==> src/verilog/civ_pkg.sv <==
/*
  Constants, register map and carrier types for the interrupt vectoring
  block. Assumes a 32-bit AXI4-Lite register bus and a core pipeline that
  reports instruction boundaries and its special instructions.
*/
// How it works
// - Reset and each source own one vector
// - Source enable and global enable both required
// - Lowest vector wins; reset, then request zero
// - Relocate select moves vectors to boot start
// - Boot fuse moves reset vector to boot
// - Boot lock bits suppress by program region
// - Taking an interrupt clears global enable
// - Handler re-enabling global allows nesting
// - Return instruction sets global enable
// - Hardware clears flag when vectoring
// - Writing one clears flag; zero ignored
// - Flag latched while disabled, served later
// - Flags pending while global off, priority order
// - Level sources request only while present
// - One main instruction after return first
// - Flags register never saved or restored
// - Clear-global blocks even same-cycle request
// - Instruction after set-global runs first
// - Entry at least five cycles, pushes PC
// - Vector jump takes three cycles
// - Multi-cycle instruction completes before entry
// - Wake from sleep adds five cycles
// - Return five cycles, pops three bytes
package civ_pkg;

  localparam int ADDR_W = 8;

  // Register byte offsets
  localparam logic [ADDR_W-1:0] REG_CTRL   = 8'h00;
  localparam logic [ADDR_W-1:0] REG_ENABLE = 8'h04;
  localparam logic [ADDR_W-1:0] REG_FLAG   = 8'h08;
  localparam logic [ADDR_W-1:0] REG_STATUS = 8'h0c;

  // Control register fields
  localparam int CTRL_GIE_BIT = 0;
  localparam int CTRL_REL_BIT = 1;

  // Status register fields
  localparam int STS_BUSY_BIT = 0;
  localparam int STS_HOLD_BIT = 1;
  localparam int STS_PEND_BIT = 2;
  localparam int STS_VEC_LSB  = 8;

  localparam logic [1:0] RESP_OKAY   = 2'b00;
  localparam logic [1:0] RESP_SLVERR = 2'b10;

  // Sequence lengths in core clock cycles
  localparam int ENTRY_CYC  = 5;
  localparam int JUMP_CYC   = 3;
  localparam int WAKE_CYC   = 5;
  localparam int RETURN_CYC = 5;
  localparam int RET_POP_BYTES = 3;
  localparam int CNT_W = 4;

  localparam int VEC_STRIDE = 2;

  // Pipeline report, one cycle per event
  typedef struct packed {
    logic done;
    logic is_sei;
    logic is_cli;
    logic is_return_from_interrupt_instr;
    logic sleeping;
  } civ_cpu_evt_t;

  typedef enum {ST_RUN, ST_ENTRY, ST_JUMP, ST_RET} civ_state_t;

endpackage

==> src/verilog/civ_vectoring.sv <==
/*
  Interrupt gathering, priority and vectoring sequencer with its register
  file on AXI4-Lite. Assumes sources give one-cycle event pulses (flag
  type) or levels, and the pipeline stalls while cpu_stall is high.
*/
`timescale 1ns/1ns
module civ_vectoring
  import civ_pkg::*;
#(
  parameter int NSRC     = 8,
  parameter int PC_W     = 16,
  parameter logic [31:0] LEVEL_MASK = 32'h0000_0000
)(
  input  wire logic              aclk,
  input  wire logic              aresetn,
  input  wire logic [ADDR_W-1:0] s_axi_awaddr,
  input  wire logic              s_axi_awvalid,
  output logic                   s_axi_awready,
  input  wire logic [31:0]       s_axi_wdata,
  input  wire logic [3:0]        s_axi_wstrb,
  input  wire logic              s_axi_wvalid,
  output logic                   s_axi_wready,
  output logic [1:0]             s_axi_bresp,
  output logic                   s_axi_bvalid,
  input  wire logic              s_axi_bready,
  input  wire logic [ADDR_W-1:0] s_axi_araddr,
  input  wire logic              s_axi_arvalid,
  output logic                   s_axi_arready,
  output logic [31:0]            s_axi_rdata,
  output logic [1:0]             s_axi_rresp,
  output logic                   s_axi_rvalid,
  input  wire logic              s_axi_rready,
  input  wire logic [NSRC-1:0]   src_event,
  input  wire logic [NSRC-1:0]   src_level,
  input  wire civ_cpu_evt_t      cpu_evt,
  input  wire logic [PC_W-1:0]   cpu_pc,
  input  wire logic [PC_W-1:0]   boot_start,
  input  wire logic              reset_vector_boot_fuse,
  input  wire logic              app_boot_lock_bit,
  input  wire logic              boot_section_lock_bit,
  output logic                   cpu_stall,
  output logic                   pc_push,
  output logic                   pc_pop,
  output logic                   vector_load,
  output logic                   handler_start,
  output logic [PC_W-1:0]        vector_pc,
  output logic [PC_W-1:0]        reset_vector,
  output logic                   global_enable
);

  // Refuse sizes that the index and counter widths cannot hold
  if (NSRC < 1 || NSRC > 24 || PC_W < 8 || PC_W > 24)
  begin : g_bad_size
    $error("NSRC must be 1..24 and PC_W 8..24");
  end

  localparam int VEC_W = 8;

  // ==========================================================
  // State
  // ==========================================================
  civ_state_t             state_r, state_nxt;
  logic [CNT_W-1:0]       cnt_r, cnt_nxt;
  logic [NSRC-1:0]        flag_r, flag_nxt;
  logic [NSRC-1:0]        enable_r, enable_nxt;
  logic                   gie_r, gie_nxt;
  logic                   reloc_r, reloc_nxt;
  logic                   hold_r, hold_nxt;
  logic [VEC_W-1:0]       vec_r, vec_nxt;
  logic [PC_W-1:0]        vpc_r, vpc_nxt;
  logic                   entry_first_r;

  // ==========================================================
  // Bus decode
  // ==========================================================
  logic                   aw_got_r, w_got_r, bvalid_r;
  logic [ADDR_W-1:0]      awaddr_r;
  logic [31:0]            wdata_r;
  logic [3:0]             wstrb_r;
  logic [1:0]             bresp_r;
  logic                   rvalid_r;
  logic [31:0]            rdata_r;
  logic [1:0]             rresp_r;

  wire aw_fire = s_axi_awvalid & s_axi_awready;
  wire w_fire  = s_axi_wvalid & s_axi_wready;
  wire ar_fire = s_axi_arvalid & s_axi_arready;

  wire [ADDR_W-1:0] wa = aw_fire ? s_axi_awaddr : awaddr_r;
  wire [31:0] wd = w_fire ? s_axi_wdata : wdata_r;
  wire [3:0]  ws = w_fire ? s_axi_wstrb : wstrb_r;
  wire aw_have = aw_got_r | aw_fire;
  wire w_have  = w_got_r | w_fire;
  wire wr_go   = aw_have & w_have & ~bvalid_r;

  wire [31:0] wmask = {{8{ws[3]}}, {8{ws[2]}}, {8{ws[1]}}, {8{ws[0]}}};
  wire [31:0] wbits = wd & wmask;

  wire wr_ctrl = wr_go & (wa == REG_CTRL);
  wire wr_en   = wr_go & (wa == REG_ENABLE);
  wire wr_flag = wr_go & (wa == REG_FLAG);
  wire wr_hit  = (wa == REG_CTRL) | (wa == REG_ENABLE) |
                 (wa == REG_FLAG) | (wa == REG_STATUS);

  wire rd_hit = (s_axi_araddr == REG_CTRL) | (s_axi_araddr == REG_ENABLE) |
                (s_axi_araddr == REG_FLAG) | (s_axi_araddr == REG_STATUS);

  assign s_axi_awready = ~aw_got_r & ~bvalid_r;
  assign s_axi_wready  = ~w_got_r & ~bvalid_r;
  assign s_axi_bvalid  = bvalid_r;
  assign s_axi_bresp   = bresp_r;
  assign s_axi_arready = ~rvalid_r;
  assign s_axi_rvalid  = rvalid_r;
  assign s_axi_rdata   = rdata_r;
  assign s_axi_rresp   = rresp_r;

  // ==========================================================
  // Requests and priority
  // ==========================================================
  logic [NSRC-1:0] lvl_mask;
  logic [NSRC-1:0] raw_req;
  logic [NSRC-1:0] req;
  logic [VEC_W-1:0] win_idx;
  logic            win_any;

  assign lvl_mask = LEVEL_MASK[NSRC-1:0];

  // Level sources bypass the flags and vanish with their condition
  genvar g;
  generate
    for (g = 0; g < NSRC; g++)
    begin : g_req
      assign raw_req[g] = lvl_mask[g] ? src_level[g] : flag_r[g];
      assign req[g] = raw_req[g] & enable_r[g];
    end
  endgenerate

  // Lowest index is lowest vector, so it wins
  always_comb
  begin
    win_idx = '0;
    win_any = 1'b0;
    for (int i = NSRC - 1; i >= 0; i--)
    begin
      if (req[i])
      begin
        win_idx = VEC_W'(i);
        win_any = 1'b1;
      end
    end
  end

  // ==========================================================
  // Vector placement
  // ==========================================================
  wire [PC_W-1:0] vec_base = reloc_r ? boot_start : '0;
  wire [PC_W-1:0] win_slot = PC_W'(win_idx) + PC_W'(1);

  // Slot 0 is reset; sources follow at one stride each
  assign vpc_nxt = (state_r == ST_RUN) ?
                   PC_W'(vec_base + win_slot * PC_W'(VEC_STRIDE)) : vpc_r;

  assign reset_vector = reset_vector_boot_fuse ? boot_start : '0;

  // Boot lock: interrupts pointing across a locked boundary wait, still pending, until the lock clears
  wire pc_in_boot = (cpu_pc >= boot_start);
  wire lock_block = (app_boot_lock_bit & ~pc_in_boot & reloc_r) |
                    (boot_section_lock_bit & pc_in_boot & ~reloc_r);

  // ==========================================================
  // Acceptance
  // ==========================================================
  wire boundary = cpu_evt.done | cpu_evt.sleeping;
  wire ret_start = (state_r == ST_RUN) & cpu_evt.done & cpu_evt.is_return_from_interrupt_instr;

  // The old enable counts and the set and clear bits mask as well, so the
  // set-global instruction itself and a same-cycle clear both leave the request waiting
  wire take = (state_r == ST_RUN) & boundary & ~cpu_evt.is_return_from_interrupt_instr &
              gie_r & ~cpu_evt.is_cli & ~cpu_evt.is_sei &
              (~hold_r | cpu_evt.done) & win_any & ~lock_block;

  wire [CNT_W-1:0] entry_len = cpu_evt.sleeping ?
                               CNT_W'(ENTRY_CYC + WAKE_CYC) :
                               CNT_W'(ENTRY_CYC);
  wire cnt_last = (cnt_r == CNT_W'(1));

  // ==========================================================
  // Sequencer
  // ==========================================================
  always_comb
  begin
    state_nxt = state_r;
    cnt_nxt   = cnt_r;
    case (state_r)
      ST_RUN:
      begin
        if (ret_start)
        begin
          state_nxt = ST_RET;
          cnt_nxt   = CNT_W'(RETURN_CYC);
        end
        else if (take)
        begin
          state_nxt = ST_ENTRY;
          cnt_nxt   = entry_len;
        end
      end
      ST_ENTRY:
      begin
        cnt_nxt = cnt_r - CNT_W'(1);
        if (cnt_last)
        begin
          state_nxt = ST_JUMP;
          cnt_nxt   = CNT_W'(JUMP_CYC);
        end
      end
      ST_JUMP, ST_RET:
      begin
        cnt_nxt = cnt_r - CNT_W'(1);
        if (cnt_last)
          state_nxt = ST_RUN;
      end
      default:
      begin
        state_nxt = ST_RUN;
        cnt_nxt   = '0;
      end
    endcase
  end

  wire ret_done = (state_r == ST_RET) & cnt_last;

  assign vec_nxt = take ? win_idx : vec_r;

  // ==========================================================
  // Global enable and hold-off
  // ==========================================================
  // Later lines win: bus write, set, clear, entry, then return end
  always_comb
  begin
    gie_nxt = gie_r;
    if (wr_ctrl & ws[0])
      gie_nxt = wd[CTRL_GIE_BIT];
    if (cpu_evt.done & cpu_evt.is_sei)
      gie_nxt = 1'b1;
    if (cpu_evt.is_cli)
      gie_nxt = 1'b0;
    if (take)
      gie_nxt = 1'b0;
    if (ret_done)
      gie_nxt = 1'b1;
  end

  // One instruction must retire after return or set-global
  always_comb
  begin
    hold_nxt = hold_r;
    if (cpu_evt.done)
      hold_nxt = 1'b0;
    if (ret_done | (cpu_evt.done & cpu_evt.is_sei))
      hold_nxt = 1'b1;
  end

  assign reloc_nxt = (wr_ctrl & ws[0]) ? wd[CTRL_REL_BIT] : reloc_r;
  assign enable_nxt = wr_en ? (enable_r & ~wmask[NSRC-1:0]) | wbits[NSRC-1:0]
                            : enable_r;

  // ==========================================================
  // Flags
  // ==========================================================
  logic [NSRC-1:0] sw_clr;
  logic [NSRC-1:0] hw_clr;
  assign sw_clr = wr_flag ? wbits[NSRC-1:0] : '0;
  assign hw_clr = take ? (NSRC'(1) << win_idx) : '0;

  // A new event in the clearing cycle survives
  assign flag_nxt = ((flag_r & ~sw_clr & ~hw_clr) | src_event) &
                    ~lvl_mask;

  // ==========================================================
  // Read data
  // ==========================================================
  logic [31:0] ctrl_rd, status_rd, rd_mux;
  always_comb
  begin
    ctrl_rd = '0;
    ctrl_rd[CTRL_GIE_BIT] = gie_r;
    ctrl_rd[CTRL_REL_BIT] = reloc_r;
    status_rd = '0;
    status_rd[STS_BUSY_BIT] = (state_r != ST_RUN);
    status_rd[STS_HOLD_BIT] = hold_r;
    status_rd[STS_PEND_BIT] = win_any;
    status_rd[STS_VEC_LSB +: VEC_W] = vec_r;
    case (s_axi_araddr)
      REG_CTRL:   rd_mux = ctrl_rd;
      REG_ENABLE: rd_mux = 32'(enable_r);
      REG_FLAG:   rd_mux = 32'(raw_req);
      REG_STATUS: rd_mux = status_rd;
      default:    rd_mux = '0;
    endcase
  end

  // ==========================================================
  // Registers
  // ==========================================================
  always_ff @(posedge aclk)
  begin
    if (!aresetn)
    begin
      state_r  <= ST_RUN;
      cnt_r    <= '0;
      flag_r   <= '0;
      enable_r <= '0;
      gie_r    <= 1'b0;
      reloc_r  <= 1'b0;
      hold_r   <= 1'b0;
      vec_r    <= '0;
      vpc_r    <= '0;
      entry_first_r <= 1'b0;
    end
    else
    begin
      state_r  <= state_nxt;
      cnt_r    <= cnt_nxt;
      flag_r   <= flag_nxt;
      enable_r <= enable_nxt;
      gie_r    <= gie_nxt;
      reloc_r  <= reloc_nxt;
      hold_r   <= hold_nxt;
      vec_r    <= vec_nxt;
      vpc_r    <= vpc_nxt;
      entry_first_r <= take;
    end
  end

  always_ff @(posedge aclk)
  begin
    if (!aresetn)
    begin
      aw_got_r <= 1'b0;
      w_got_r  <= 1'b0;
      bvalid_r <= 1'b0;
      bresp_r  <= RESP_OKAY;
      awaddr_r <= '0;
      wdata_r  <= '0;
      wstrb_r  <= '0;
    end
    else
    begin
      if (aw_fire)
        awaddr_r <= s_axi_awaddr;
      if (w_fire)
      begin
        wdata_r <= s_axi_wdata;
        wstrb_r <= s_axi_wstrb;
      end
      aw_got_r <= wr_go ? 1'b0 : aw_have;
      w_got_r  <= wr_go ? 1'b0 : w_have;
      if (wr_go)
      begin
        bvalid_r <= 1'b1;
        bresp_r  <= wr_hit ? RESP_OKAY : RESP_SLVERR;
      end
      else if (s_axi_bready)
        bvalid_r <= 1'b0;
    end
  end

  always_ff @(posedge aclk)
  begin
    if (!aresetn)
    begin
      rvalid_r <= 1'b0;
      rdata_r  <= '0;
      rresp_r  <= RESP_OKAY;
    end
    else if (ar_fire)
    begin
      rvalid_r <= 1'b1;
      rdata_r  <= rd_mux;
      rresp_r  <= rd_hit ? RESP_OKAY : RESP_SLVERR;
    end
    else if (s_axi_rready)
      rvalid_r <= 1'b0;
  end

  // ==========================================================
  // Core-facing outputs
  // ==========================================================
  // Flags register is the pipeline's business; nothing is saved here
  assign cpu_stall     = (state_r != ST_RUN);
  assign pc_push       = entry_first_r;
  assign pc_pop        = ret_done;
  assign vector_load   = (state_r == ST_ENTRY) & cnt_last;
  assign handler_start = (state_r == ST_JUMP) & cnt_last;
  assign vector_pc     = vpc_r;
  assign global_enable = gie_r;

endmodule // civ_vectoring

==> config.mk <==
export PLATFORM = sky130hd
export DESIGN_NAME = civ_vectoring
export DESIGN_NICKNAME = d
export VERILOG_FILES = /design/src/verilog/civ_pkg.sv /design/src/verilog/civ_vectoring.sv
export SDC_FILE = /design/constraint.sdc
export NUM_CORES = 1
export LEC_CHECK = 0
export BUFFER_PORTS_ARGS = -buffer_cell sky130_fd_sc_hd__buf_2
export CAP_MARGIN = 20
export CORE_ASPECT_RATIO = 0.7
export CORE_MARGIN = 4
export CORE_UTILIZATION = 35
export DETAILED_ROUTE_END_ITERATION = 12
export GPL_ROUTABILITY_DRIVEN = 0
export GPL_TIMING_DRIVEN = 0
export PLACE_DENSITY_LB_ADDON = 0.25
export SLEW_MARGIN = 40
export SYNTH_ARGS = -nofsm -noshare
export SYNTH_HDL_FRONTEND = slang
export SYNTH_SLANG_ARGS = --single-unit
export TNS_END_PERCENT = 50
==> constraint.sdc <==
create_clock -name aclk -period 4.23 [get_ports aclk]
set_input_delay 0.2115 -clock aclk [delete_from_list [all_inputs] [get_ports aclk]]
set_output_delay 0.2115 -clock aclk [all_outputs]
set_load 0.005 [all_outputs]
==> key figures <==
Timing
  – RSZ-0062 raised after global routing: false
  – Final-report setup violation count: 0
  – Max-slew headroom: 48.6%
  – Max Slew Vio Count: 0
  – Skew final: between 0.009 and 0.01 ns
  – Fmax: between 200 and 300 MHz
  – Worst slew pin tran: roughly 0.77 ns
  – Fin Setup TNS: 0 ns
  – Final period utilization: 85.0%
  – Min Tclk post-route: 3.59 ns
  – Final hold vios: 0

Floorplanning
  – # rows: 34
  – Die X-Extent: between 100 and 150 um
  – Initial Util: a little over a third
  – Floorplan core area: 12,500 um^2
  – Chip Height: between 100 and 150 um
  – Die Area: 14,800 um^2
  – IO Pins: approximately 190

Min path
  – Hold-critical path depth: 2
  – Hold wc startpoint: s_axi_rready
  – Worst Hold End: s_axi_rvalid$_SDFFE_PN0P_
  – Worst Hold Class: in2reg

Outcome
  – Outcome: complete, no violations

Global routing
  – Antenna violations before repair: 0
  – GRT Max-Usage Layer: met2
  – GRT Residual Overflow: 0
  – Largest net degree at the start of global routing: 14
  – First-pass GRT wire length: 21,300 um
  – Grt met1 use: a little over a quarter
  – Gr usage total: around 18%
  – Routing usage on met2: 28.1%
  – Met3 Usage GRT: 4.17%
  – Vias in the first global route: 4,206

Route
  – Vias post-DR: 4,395
  – Routed WL per cell: between 15 and 20 um
  – Detailed Route WL: about 14,000 um
  – Vias/cell: slightly below 5
  – TritonRoute pass-1 iters: 5
  – Routed Antenna Nets: 0
  – DR DRC count: 0
  – Starting DRT DRC Count: between 200 and 300

Logic synthesis
  – Synth Area in Adders: 8.21%
  – Main combinational cell family by area after synthesis: simple AND/OR/NAND/NOR gates
  – Mapped Cells: ~560
  – Synth Register Bits: 79
  – Cell area after synthesis: ~4500 um^2
  – Mux contribution to synthesized area: under 10%
  – FFs w/ async S/R, synth: 0%
  – Post-synth top area share: a little over a third
  – Mapped Avg Cell Area: roughly 8.1 um^2
  – Largest cells by area after synthesis: dfxtp_1, ha_1, nor2_1
  – Distinct cells, synth: just over 50
  – Register area share after synthesis: about a third
  – Simple-Gate Fraction of Synth Area: 23.4%
  – Post-synth EDFFs: 0
  – Yosys warning count: 0
  – Area fraction in compound gates after synthesis: between 10% and 20%
  – Top_reg_cell synth: dfxtp_1
  – Post-Synth XOR/XNOR Area: 2.52%
  – Cell taking the most area after synthesis: dfxtp_1

Final layout
  – P&R area growth vs syn: 28.1%
  – Antenna fix cells: 0
  – Net count, final: between 800 and 900
  – Share of cells above drive strength 1: between 20% and 30%
  – Core Util, Final: between 40% and 50%
  – Most frequent cells in the layout: buf_2, dfxtp_1, nor2_1, nand2_1, a21oi_1
  – Most common cell after layout, fill and taps aside: buf_2

Clock network
  – CTS sink cnt: 79
  – Worst-skew pair later-pin latency: 0.34 ns
  – Post-CTS setup repair buffer count: 0
  – Root buf cell: clkbuf_16
  – Post-cts resize count: 0
  – CTS tree: done
  – Hold_buf cts: 0
  – Clk buf depth: 2
  – Htree depth: 3
  – Clock-pin slew on the worst setup and hold paths: roughly 0.060 ns
  – TritonCTS buffer count: 9

Critical path
  – Critical path class: reg2reg
  – CP Data Arrival Time: 3.86 ns
  – Reg-to-Reg End: vector_pc[13]$_SDFFE_PN0P_
  – WP data required: roughly 4.5 ns
  – Register-to-Register Path Depth: 13
  – R2R Setup Slk: 0.64 ns
  – CP Capture Type: flip-flop
  – Startpoint type of the worst setup path: flip-flop
  – Worst Path Max Fanout: 4

Pwr
  – PD cells: about 350 nW/um^2
  – Maximum vdd drop: 195 uV
  – Pleak: around 2.7 nW

Job
  – Total of max-cap violations: 0

Placement
  – Buffers on Ports: approximately 130
  – DP Wirelength: 11,000 um
## power breakdown
part           switching (mW)  leakage [nW]  internal [mW]
clock network           0.305         0.145          0.514
registers              0.0319         0.646          0.787
logic                   0.213          1.90          0.155
## worst max-delay path: stages, from the launching register on
cell,delay [ns]
dfxtp_1,0.35
a22oi_1,0.26
nand2_1,0.12
a222oi_1,0.58
inv_1,0.14
ha_1,0.38
fa_1,0.49
a21o_1,0.18
a21oi_1,0.34
nor3_1,0.16
nand3_1,0.13
xnor2_1,0.13
nand3_1,0.10
a21oi_1,0.17
## kinds of logic (layout without fill, tap and decap cells)
family | count (synthesis) | count (layout)
buffers and inverters | 77 | 226
AND/OR/NAND/NOR | 223 | 223
other | 1 | 23
AO/OA/AOI/OAI | 120 | 120
adder cells (fa/ha/maj) | 29 | 29
XOR/XNOR | 13 | 13
flip-flops | 79 | 79
multiplexers | 16 | 16
## Yosys cell counts (all sizes together), types with 2 or more instances
cell type	instances
a2111oi	2
a211oi	15
a21o	5
a21oi	45
a22o	2
a22oi	14
a31oi	2
and2	18
buf	26
clkbuf	17
dfxtp	79
ha	28
inv	34
mux2i	14
mux4	2
nand2	57
nand2b	6
nand3	19
nand3b	6
nand4	5
nor2	75
nor2b	4
nor3	15
nor3b	5
nor4	3
nor4b	5
o21a	9
o21ai	10
o221a	3
o221ai	3
o22ai	3
or4	3
xnor2	8
xor2	5
## per-layer routing
layer	up-vias	wire length, um
met5	-	0
met4	0	159
met3	13	925
met2	154	5880
met1	1994	6610
li1	2234	-
## layout make-up
| class | count | area, um^2 |
|---|---|---|
| well taps | 162 | 203 |
| multi-input cells | 424 | 2620 |
| fillers | 1259 | 6730 |
| plain buffers | 43 | 260 |
| clock buffers | 10 | 229 |
| repair buffers | 134 | 671 |
| flip-flops and latches | 79 | 1580 |
| clock inverters | 5 | 83.8 |
| inverters | 34 | 128 |
## worst max path at each step
stage | slack [ns] | to | from
floorplan | 1.26 | vector_pc[10]$_SDFFE_PN0P_ | flag_r[6]$_SDFF_PN0_
global placement | 0.71 | vector_pc[13]$_SDFFE_PN0P_ | flip-flop
detailed placement | 0.72 | vector_pc[13]$_SDFFE_PN0P_ | flip-flop
CTS | 0.68 | vector_pc[13]$_SDFFE_PN0P_ | flip-flop
global route | 0.33 | vector_pc[13]$_SDFFE_PN0P_ | flip-flop
finish | 0.64 | vector_pc[13]$_SDFFE_PN0P_ | flip-flop
## metrics by stage
stage | instances | area [um^2] | total power [mW] | worst slack (ns) | hold WS, ns
2_1_floorplan | 580 | 4590 | 1.05 | 1.26 | 0.311
3_3_place_gp | 876 | 5470 | 1.19 | 0.711 | 0.395
3_5_place_dp | 876 | 5470 | 1.20 | 0.724 | 0.405
4_1_cts | 891 | 5780 | 2.02 | 0.675 | 0.0397
5_1_grt | 891 | 5780 | 2.10 | 0.335 | 0.0454
6_report | 891 | 5780 | 2.01 | 0.635 | 0.0455
Power figures use the tool's default switching activity.
